**src/hw/bbsp_pkg.sv**
```systemverilog
package bbsp_pkg;
  // ********************************************************
  // timing in ns, recovery in us, at the 125 MHz system clock
  // ********************************************************
  localparam int CLK_PERIOD_NS    = 8;
  localparam int T_HOLD_OFF_NS    = 10;   // strobe high before next access
  localparam int T_DATA_SETUP_NS  = 50;   // data valid before write end
  localparam int T_DATA_HOLD_NS   = 5;    // data kept after write end
  localparam int T_STROBE_NS      = 80;   // strobe pulse and address setup
  localparam int T_READ_NS        = 100;  // address access time
  localparam int T_OE_OFF_NS      = 40;   // output enable high to bus free
  localparam int T_RECOVERY_US    = 1000; // recovery_delay, 1 ms

  // least times round up
  localparam int HOLD_OFF_CYC   = (T_HOLD_OFF_NS + CLK_PERIOD_NS - 1) / CLK_PERIOD_NS;
  localparam int DATA_SETUP_CYC = (T_DATA_SETUP_NS + CLK_PERIOD_NS - 1) / CLK_PERIOD_NS;
  localparam int DATA_HOLD_CYC  = (T_DATA_HOLD_NS + CLK_PERIOD_NS - 1) / CLK_PERIOD_NS;
  localparam int STROBE_CYC     = (T_STROBE_NS + CLK_PERIOD_NS - 1) / CLK_PERIOD_NS;
  localparam int READ_CYC       = (T_READ_NS + CLK_PERIOD_NS - 1) / CLK_PERIOD_NS;
  localparam int OE_OFF_CYC     = (T_OE_OFF_NS + CLK_PERIOD_NS - 1) / CLK_PERIOD_NS;
  localparam int RECOVERY_CYC   = (T_RECOVERY_US * 1000 + CLK_PERIOD_NS - 1) / CLK_PERIOD_NS;

  localparam int ADDR_W = 13;
  localparam int DATA_W = 8;
  localparam int CNT_W  = 18;

  localparam logic [ADDR_W-1:0] ADDR_RST = 13'h0000;
  localparam logic [DATA_W-1:0] DATA_RST = 8'h00;
endpackage : bbsp_pkg

```
**src/hw/bbsp_sync.sv**
```systemverilog
`timescale 1ns/100ps
// ********************************************************
// two-flop synchroniser for a pin level
// ********************************************************
module bbsp_sync (
  input  wire logic clk_sys,
  input  wire logic rst,
  input  wire logic din,
  output logic      dout
);
  typedef struct packed {
    logic meta;
    logic sync;
  } bbsp_sync_st_t;

  bbsp_sync_st_t s_q;
  bbsp_sync_st_t s_d;

  // reset to idle high, since the alert pin is pulled up
  always_comb begin
    s_d      = s_q;
    s_d.meta = din;
    s_d.sync = s_q.meta;
  end

  always_ff @(posedge clk_sys) begin
    if (rst) begin
      s_q <= 2'b11;
    end else begin
      s_q <= s_d;
    end
  end

  assign dout = s_q.sync;
endmodule : bbsp_sync

```
**src/hw/bbsp_ctrl.sv**
```systemverilog
`timescale 1ns/100ps
module bbsp_ctrl
  import bbsp_pkg::*;
#(
  parameter int RECOVERY_CYCLES = RECOVERY_CYC
) (
  input  wire logic                       clk_sys,
  input  wire logic                       rst,
  // user side
  input  wire logic                       req_valid,
  output logic                            req_ready,
  input  wire logic                       req_write,
  input  wire logic [bbsp_pkg::ADDR_W-1:0] req_addr,
  input  wire logic [bbsp_pkg::DATA_W-1:0] req_wdata,
  output logic                            rsp_valid,
  output logic      [bbsp_pkg::DATA_W-1:0] rsp_rdata,
  output logic                            power_ok,
  // memory pins
  output logic      [bbsp_pkg::ADDR_W-1:0] mem_addr,
  output logic                            chip_sel_one_n,
  output logic                            chip_sel_two,
  output logic                            out_en_n,
  output logic                            write_n,
  input  wire logic [bbsp_pkg::DATA_W-1:0] byte_lines_i,
  output logic      [bbsp_pkg::DATA_W-1:0] byte_lines_o,
  output logic                            byte_lines_oe,
  input  wire logic                       alert_n_i
);
  import bbsp_pkg::*;

  typedef enum logic [2:0] {
    ST_RECOVER, ST_IDLE, ST_WSETUP, ST_WSTROBE, ST_WHOLD, ST_RSTROBE, ST_ROFF, ST_GAP
  } bbsp_state_t;

  typedef struct packed {
    bbsp_state_t          st;
    logic [CNT_W-1:0]     cnt;
    logic [ADDR_W-1:0]    addr;
    logic [DATA_W-1:0]    wdata;
    logic                 drive;
    logic                 sel;
    logic                 oe_n;
    logic                 we_n;
    logic                 rsp;
    logic [DATA_W-1:0]    rdata;
  } bbsp_st_t;

  bbsp_st_t s_q;
  bbsp_st_t s_d;
  logic     alert_n;
  logic     alert_sync_n;
  logic [DATA_W-1:0] bytes_meta_q;
  logic [DATA_W-1:0] bytes_sync_q;

  // ********************************************************
  // pin synchronisers
  // ********************************************************
  bbsp_sync u_alert_sync (
    .clk_sys (clk_sys),
    .rst     (rst),
    .din     (alert_n_i),
    .dout    (alert_sync_n)
  );
  assign alert_n = alert_sync_n; // pull-up assumed on the board

  // read data is sampled only after access time, two flops still kept
  always_ff @(posedge clk_sys) begin
    if (rst) begin
      bytes_meta_q <= DATA_RST;
      bytes_sync_q <= DATA_RST;
    end else begin
      bytes_meta_q <= byte_lines_i;
      bytes_sync_q <= bytes_meta_q;
    end
  end

  function automatic logic [CNT_W-1:0] cyc(input int n);
    cyc = CNT_W'(n - 1);
  endfunction : cyc

  // ********************************************************
  // access sequencer
  // ********************************************************
  always_comb begin
    s_d     = s_q;
    s_d.rsp = 1'b0;
    if (s_q.cnt != '0) begin
      s_d.cnt = s_q.cnt - 1'b1;
    end
    case (s_q.st)
      ST_RECOVER: begin
        s_d.sel  = 1'b0;
        s_d.we_n = 1'b1;
        s_d.oe_n = 1'b1;
        if (!alert_n) begin
          s_d.cnt = cyc(RECOVERY_CYCLES); // restart on every alert
        end else if (s_q.cnt == '0) begin
          s_d.st = ST_IDLE;
        end
      end
      ST_IDLE: begin
        if (!alert_n) begin
          s_d.st  = ST_RECOVER;
          s_d.cnt = cyc(RECOVERY_CYCLES);
        end else if (req_valid) begin
          s_d.addr  = req_addr;
          s_d.wdata = req_wdata;
          s_d.oe_n  = 1'b1;
          if (req_write) begin
            s_d.st    = ST_WSETUP;
            s_d.drive = 1'b1;
            s_d.sel   = 1'b1;
            s_d.cnt   = '0;
          end else begin
            s_d.st  = ST_RSTROBE;
            s_d.sel = 1'b1;
            s_d.cnt = cyc(READ_CYC + 2);
          end
        end
      end
      ST_WSETUP: begin
        // address and selects settle one cycle before the strobe falls
        s_d.st   = ST_WSTROBE;
        s_d.we_n = 1'b0;
        s_d.cnt  = cyc(STROBE_CYC > DATA_SETUP_CYC ? STROBE_CYC : DATA_SETUP_CYC);
      end
      ST_WSTROBE: begin
        if (s_q.cnt == '0) begin
          s_d.st   = ST_WHOLD;
          s_d.we_n = 1'b1;
          s_d.cnt  = cyc(DATA_HOLD_CYC);
        end
      end
      ST_WHOLD: begin
        if (s_q.cnt == '0) begin
          s_d.st    = ST_GAP;
          s_d.drive = 1'b0;
          s_d.sel   = 1'b0;
          s_d.cnt   = cyc(HOLD_OFF_CYC);
          s_d.rsp   = 1'b1;
        end
      end
      ST_RSTROBE: begin
        s_d.oe_n = 1'b0;
        if (s_q.cnt == '0) begin
          s_d.rdata = bytes_sync_q;
          s_d.rsp   = 1'b1;
          s_d.oe_n  = 1'b1;
          s_d.sel   = 1'b0;
          s_d.st    = ST_ROFF;
          s_d.cnt   = cyc(OE_OFF_CYC);
        end
      end
      ST_ROFF: begin
        if (s_q.cnt == '0) begin
          s_d.st  = ST_GAP;
          s_d.cnt = cyc(HOLD_OFF_CYC);
        end
      end
      ST_GAP: begin
        if (s_q.cnt == '0) begin
          s_d.st = ST_IDLE;
        end
      end
      default: s_d.st = ST_RECOVER;
    endcase
  end

  always_ff @(posedge clk_sys) begin
    if (rst) begin
      s_q       <= '0;
      s_q.st    <= ST_RECOVER;
      s_q.cnt   <= CNT_W'(RECOVERY_CYCLES - 1);
      s_q.oe_n  <= 1'b1;
      s_q.we_n  <= 1'b1;
    end else begin
      s_q <= s_d;
    end
  end

  // ********************************************************
  // outputs
  // ********************************************************
  assign req_ready      = (s_q.st == ST_IDLE) && alert_n;
  assign rsp_valid      = s_q.rsp;
  assign rsp_rdata      = s_q.rdata;
  assign power_ok       = (s_q.st != ST_RECOVER);
  assign mem_addr       = s_q.addr;
  assign chip_sel_one_n = ~s_q.sel;
  assign chip_sel_two   = s_q.sel;
  assign out_en_n       = s_q.oe_n;
  assign write_n        = s_q.we_n;
  assign byte_lines_o   = s_q.wdata;
  assign byte_lines_oe  = s_q.drive;
endmodule : bbsp_ctrl

```
**config.mk**
```make
export PLATFORM = sky130hd
export DESIGN_NAME = bbsp_ctrl
export DESIGN_NICKNAME = d
export VERILOG_FILES = /design/src/hw/bbsp_pkg.sv /design/src/hw/bbsp_sync.sv /design/src/hw/bbsp_ctrl.sv
export SDC_FILE = /design/constraint.sdc
export NUM_CORES = 1
export LEC_CHECK = 0
export ABC_AREA = 1
export BUFFER_PORTS_ARGS = -buffer_cell sky130_fd_sc_hd__buf_2
export CORE_ASPECT_RATIO = 1.2
export CORE_MARGIN = 10
export CORE_UTILIZATION = 49
export DETAILED_ROUTE_END_ITERATION = 16
export PLACE_DENSITY_LB_ADDON = 0.1
export SETUP_SLACK_MARGIN = 0.2
export SYNTH_ARGS = -nofsm -noshare
export SYNTH_HDL_FRONTEND = slang
export SYNTH_SLANG_ARGS = --single-unit
```
**constraint.sdc**
```tcl
create_clock -name clk_sys -period 1.75 [get_ports clk_sys]
set_input_delay 0.0875 -clock clk_sys [delete_from_list [all_inputs] [get_ports clk_sys]]
set_output_delay 0.0875 -clock clk_sys [all_outputs]
set_load 0.02 [all_outputs]
```
Word-level counts from Yosys, hierarchy flattened. Index checks and enable logic that the tools add are counted.

Add/subtract/negate cells: 1. Eq/ne operators: 16. Muxes and demuxes: 24. Bitwise gates (word level): 1. Reductions and logical operators: 17.

Operators with widths (count): 18-bit case mux with 6 select lines (1); 21-bit two-way mux (5); 45-bit two-way mux (1); 18-bit two-way mux (2); 3-bit case mux with 7 select lines (1); 18-bit logical NOT (1); 18-bit nonzero test (1); 18-bit by 1-bit subtractor with 18-bit output, second input constant (1); 5-bit AND reduction (3); 3-bit equality test, second input constant (4); 2-bit inequality test, second input constant (5); 3-bit two-way mux (3); 9-bit two-way mux (1); 3-bit nonzero test (3); 3-bit by 2-bit equality test with 1-bit output, second input constant (2); 2-bit by 1-bit inequality test with 1-bit output, second input constant (3); 1-bit case mux with 3 select lines (2); 3-bit AND reduction (2); 2-bit two-way mux (2); 1-bit case mux with 2 select lines (2); 1-bit case mux with 4 select lines (1); 2-bit AND reduction (2); 4-bit nonzero test (1); 3-bit by 1-bit equality test with 1-bit output, second input constant (1); 7 further kinds (9).

Flip-flop bits (word level): 73. Input port bits: 34. Output and inout port bits: 37. Word-level logic and storage cells: 73.

Depth between registers and ports, before layout.
Depth in word-level cells: 5. Gate-level depth with buffers: 11. Mapped depth without buffers: 11.

By module. From an unflattened synthesis, not the netlist that was laid out.

Cell total of the unflattened synthesis: 475. Area total of the unflattened synthesis: 3477.1 um^2.

Modules (own cells, without submodules): bbsp_ctrl (times used 1, cells each 468, area an instance 3418.3 um^2, seq. area each 1421.4 um^2); bbsp_sync (times used 1, cells each 7, area an instance 58.8 um^2, seq. area each 40.0 um^2).

Worst setup path after synthesis. Ideal clock, no wire load.

Path kind: register to register. Start point: register s_q[34] (netlist name). End point: register s_q[34] (netlist name). Setup time: 82 ps. Data arrival time: 1607 ps. Required time: 1668 ps. Setup slack: 61 ps. Stages on the path, launching flop included: 8. Buffers on the path: 0. Clock period less this slack: 1689 ps. Cell sequence: dfxtp_1 > inv_1 > ha_1 > nand2_4 > nor2_2 > nand3_2 > ha_1 > o2111ai_1.

Longest elaborated chain between the ends: 5. Elaborated cells between the ends (all ways): 11. Classes of those cells: add/sub (1); mux (8); reduce/logical (2).

RTL lines: start: declaration (RTL line bbsp_ctrl.sv:48) `bbsp_st_t s_q;`; 18-bit by 1-bit subtractor with 18-bit output or 18-bit nonzero test (tied branches) (RTL line bbsp_ctrl.sv:88, bbsp_ctrl.sv:87); 18-bit two-way mux (RTL line bbsp_ctrl.sv:87) `if (s_q.cnt != '0) begin`; 45-bit two-way mux (RTL line bbsp_ctrl.sv:105) `end else if (req_valid) begin`; 21-bit two-way mux (RTL line bbsp_ctrl.sv:102) `if (!alert_n) begin`; 18-bit case mux with 6 select lines * (RTL line bbsp_ctrl.sv:90) `case (s_q.st)`.

Every way passes the cells marked *; elsewhere a longest branch is shown, timed or not. The select of a mux whose other input is x is not followed. A chain may end at the register's enable or synchronous reset.

Worst setup path in the final report.
Start point: register s_q[35] (netlist name). End point: register s_q[52] (netlist name).

Longest elaborated chain between the ends: 4. Elaborated cells between the ends (all ways): 8. Classes of those cells: eq/ne (3); mux (3); reduce/logical (2).

RTL lines: 18-bit logical NOT *; 3-bit two-way mux (2 in a row); 3-bit case mux with 7 select lines.

Marks and branches as above.

==> results_dict.tcl <==
set metrics [dict create \
    outcome "finished clean" \
    drt_pass1_iterations 4 \
    yosysSeqAreaShare_pct 41.6 \
    antenna_cells 0 \
    final_util_pct 66.3 \
    fin_crit_ps 1510 \
    wl_mm 9.06 \
    crit_path_max_fanout 8 \
    min_to "s_q[35]" \
    mostFrequentLayoutCells "nor2_1, buf_2, dfxtp_1, nand2_1, inv_1" \
    syn_inst 480 \
    numClockSinks 73 \
    cpMostUsedCell "nor2_1" \
    yosysWarnings 0 \
    h-tree-depth 3 \
    initialDrtViolationCount 118 \
    track_usage_pct 16.3 \
    synth.distinct_cells 39 \
    hold_path_class "in2reg" \
    die-area_um2 11000 \
    cap_violations 0 \
    synth_area_um2 3510 \
    antenna_found_initial 0 \
    io_pins 71 \
    placed_area_um2 3770 \
    rsz0062_at_grt "yes" \
    fin_nets 614 \
    hold_start "req_write" \
    holdWs_ps 126 \
    row_count 33 \
    post_drt_via_cell_ratio 4.85 \
    ys_seq_elements 73 \
    clk-insertion-delay-late_ps 350 \
    start_util_pct 51.0 \
    timing.rr.end "s_q[52]" \
    nFillCells 608 \
    peakVddDrop_uv 646 \
    fin_area_um2 4570 \
    grt_pass1_wl_mm 15.1 \
    setup_viol 0 \
    slowest_delay_ps 330 \
    power.density_nw_per_um2 1220 \
    syn_avg_cell_area_um2 7.32 \
    relSlewSlack_pct 65.9 \
    setup.worst_path.class "reg2reg" \
    fmax_mhz 662 \
    grt_pass1_vias 3287 \
    overflow 0 \
    wl_per_cell_um 13.5 \
    cts_max_path_buffers 2 \
    syn-num-nets 517 \
    cts_tree "done" \
    core_area_um2 6900 \
    cts_inserted_buffers 9 \
    period_share_pct 86.4 \
    holdPathStages 4 \
    final_common_cell "nor2_1" \
    p_leak_nw 2.27 \
    tns_ps 0 \
    end_kind "flip-flop" \
    max_slew.worst_pin.slew_ps 507 \
    crit_path_start_kind "flip-flop" \
    r2r-start "s_q[35]" \
    ant_nets 0 \
    drc 0 \
    timing.clock.skew_ps 9.07 \
    die_y_um 113 \
    cp_data_arrival_time_ps 1760 \
    route.vias.total 3242 \
    area_growth_syn_to_layout_pct 30.1 \
    dpl.hpwl_mm 6.15 \
    die_width_um 97.3 \
    r2r_cells 10 \
    root_buffer "clkbuf_8" \
    critPathRequiredTime_ps 2000 \
    layout-drive-gt1-share_pct 29.7 \
    hold_violations 0 \
    r2r_setup_slack_ps 240 \
    grt_max_degree 37 \
    clkTransAtPathRegs_ps 80 \
    cp_cell_sequence "inv_2, ha_4, nand2_4, nor2_4, nand3_4, buf_4, nand2_1, nand3_2, nor2_1, nor2_1" \
    cpMaxStageDelayCell "dfxtp_2" \
    slew_viol_final 0 \
    gp_congestion 0.868 \
    port_buffers 70 \
]
==> worst max-delay path, delay by kind of cell (launching register included) <==
family,cells,cell delay (ps)
buffers and inverters,2,250
DFF,1,330
and+or+nand+nor,7,670
adders and majority gates,1,150
==> cells by family (layout without fill, tap and decap cells) <==
group | after synthesis | after routing | synth area share (%)
AND/OR/NAND/NOR | 255 | 255 | 33.8
buffers and inverters | 89 | 191 | 13.4
flip-flops | 73 | 73 | 41.6
AO/OA/AOI/OAI | 50 | 50 | 7.66
XOR/XNOR | 10 | 10 | 2.49
adder cells (fa/ha/maj) | 3 | 3 | 1.07
==> report_power, final <==
part | switching (mW) | internal [mW]
sequential | 0.206 | 1.91
clock | 0.685 | 0.715
combinational | 1.24 | 0.809
==> flip-flops by register name, indices dropped and copies added, names as in the netlist, 8 cells and up <==
register	cells
byte_lines_o	8
bytes_meta_q	8
bytes_sync_q	8
mem_addr	13
rsp_rdata	8
s_q	21
==> cell usage after synthesis <==
| library cell | number | area, µm² |
|---|---|---|
| nor2_1 | 124 | 465 |
| dfxtp_1 | 73 | 1460 |
| nand2_1 | 66 | 248 |
| inv_1 | 39 | 146 |
| buf_4 | 31 | 233 |
| o21ai_1 | 29 | 145 |
| nand3_1 | 12 | 60.1 |
| a21oi_1 | 10 | 50.1 |
| nor2_2 | 9 | 56.3 |
| nand2_2 | 8 | 50.1 |
| clkbuf_1 | 7 | 26.3 |
| nor3_1 | 7 | 35.0 |
| xor2_1 | 7 | 61.3 |
| nor2_4 | 6 | 67.6 |
| inv_2 | 5 | 18.8 |
| nand4_1 | 5 | 31.3 |
| o21ai_0 | 4 | 20.0 |
| ha_1 | 3 | 37.5 |
| nand3b_1 | 3 | 22.5 |
| or2_2 | 3 | 18.8 |
| xnor2_1 | 3 | 26.3 |
| a21oi_2 | 2 | 17.5 |
| buf_2 | 2 | 10.0 |
| buf_6 | 2 | 22.5 |
| clkinv_1 | 2 | 7.51 |
| nand2_4 | 2 | 22.5 |
| nand3_2 | 2 | 20.0 |
| nor4_1 | 2 | 12.5 |
| o21bai_1 | 2 | 15.0 |
| a31oi_1 | 1 | 6.26 |
| clkinv_2 | 1 | 5.00 |
| nand3_4 | 1 | 17.5 |
| nand4_4 | 1 | 21.3 |
| nor2_8 | 1 | 20.0 |
| nor3b_1 | 1 | 7.51 |
| o2111ai_1 | 1 | 8.76 |
| o22ai_1 | 1 | 6.26 |
| or2_0 | 1 | 6.26 |
| or2_1 | 1 | 6.26 |
==> metrics by stage <==
stage	setup WS, ps	total power, mW	std cells
final	238	5.57	669
after global routing	125	5.96	669
after CTS	201	5.40	658
after detailed placement	54.8	3.92	604
after global placement	123	3.90	604
after floorplan	250	3.55	480
==> how the worst max path moves through the flow <==
stage | endpoint | cells past startpoint | slack [ps] | startpoint
final | s_q[52] | 10 | 240 | s_q[35]
after global routing | rsp_rdata[5] | 8 | 130 | s_q[44]
after CTS | req_ready | 5 | 200 | s_q[52]
after detailed placement | s_q[46] | 11 | 50 | s_q[34]
after global placement | s_q[34] | 7 | 120 | s_q[34]
after floorplan | s_q[34] | 7 | 250 | s_q[34]
==> metal layers <==
| layer | share of wire [%] | up-vias | global-route usage [%] |
|---|---|---|---|
| met1 | 38 | 1464 | 16.5 |
| met5 | 0 | - | 0 |
| met2 | 53 | 93 | 30.0 |
| met3 | 6.5 | 23 | 5.48 |
| met4 | 2.7 | 0 | 7.09 |
| li1 | - | 1662 | - |
==> layout make-up <==
cell class              instances  area (µm²)  share of cell area, %
clock buffers                  10         138                   3.01
multi-input cells             318        1660                   36.3
well taps                      87         109                   2.38
repair buffers                128         938                   20.5
clock inverters                 6        72.6                   1.59
inverters                      47         185                   4.05
flip-flops and latches         73        1470                   32.1
==> what timing repair did <==
item                                   in CTS  in global routing
resized for setup                           4                 25
setup buffers                               7                  9
setup endpoints to repair                  30                 52
endpoints found under the hold margin      31                  0
hold buffers                               31                  0
pin swaps                                   5                 10
cloned                                      0                  2
No activity file was read; power rests on OpenSTA's default activity.
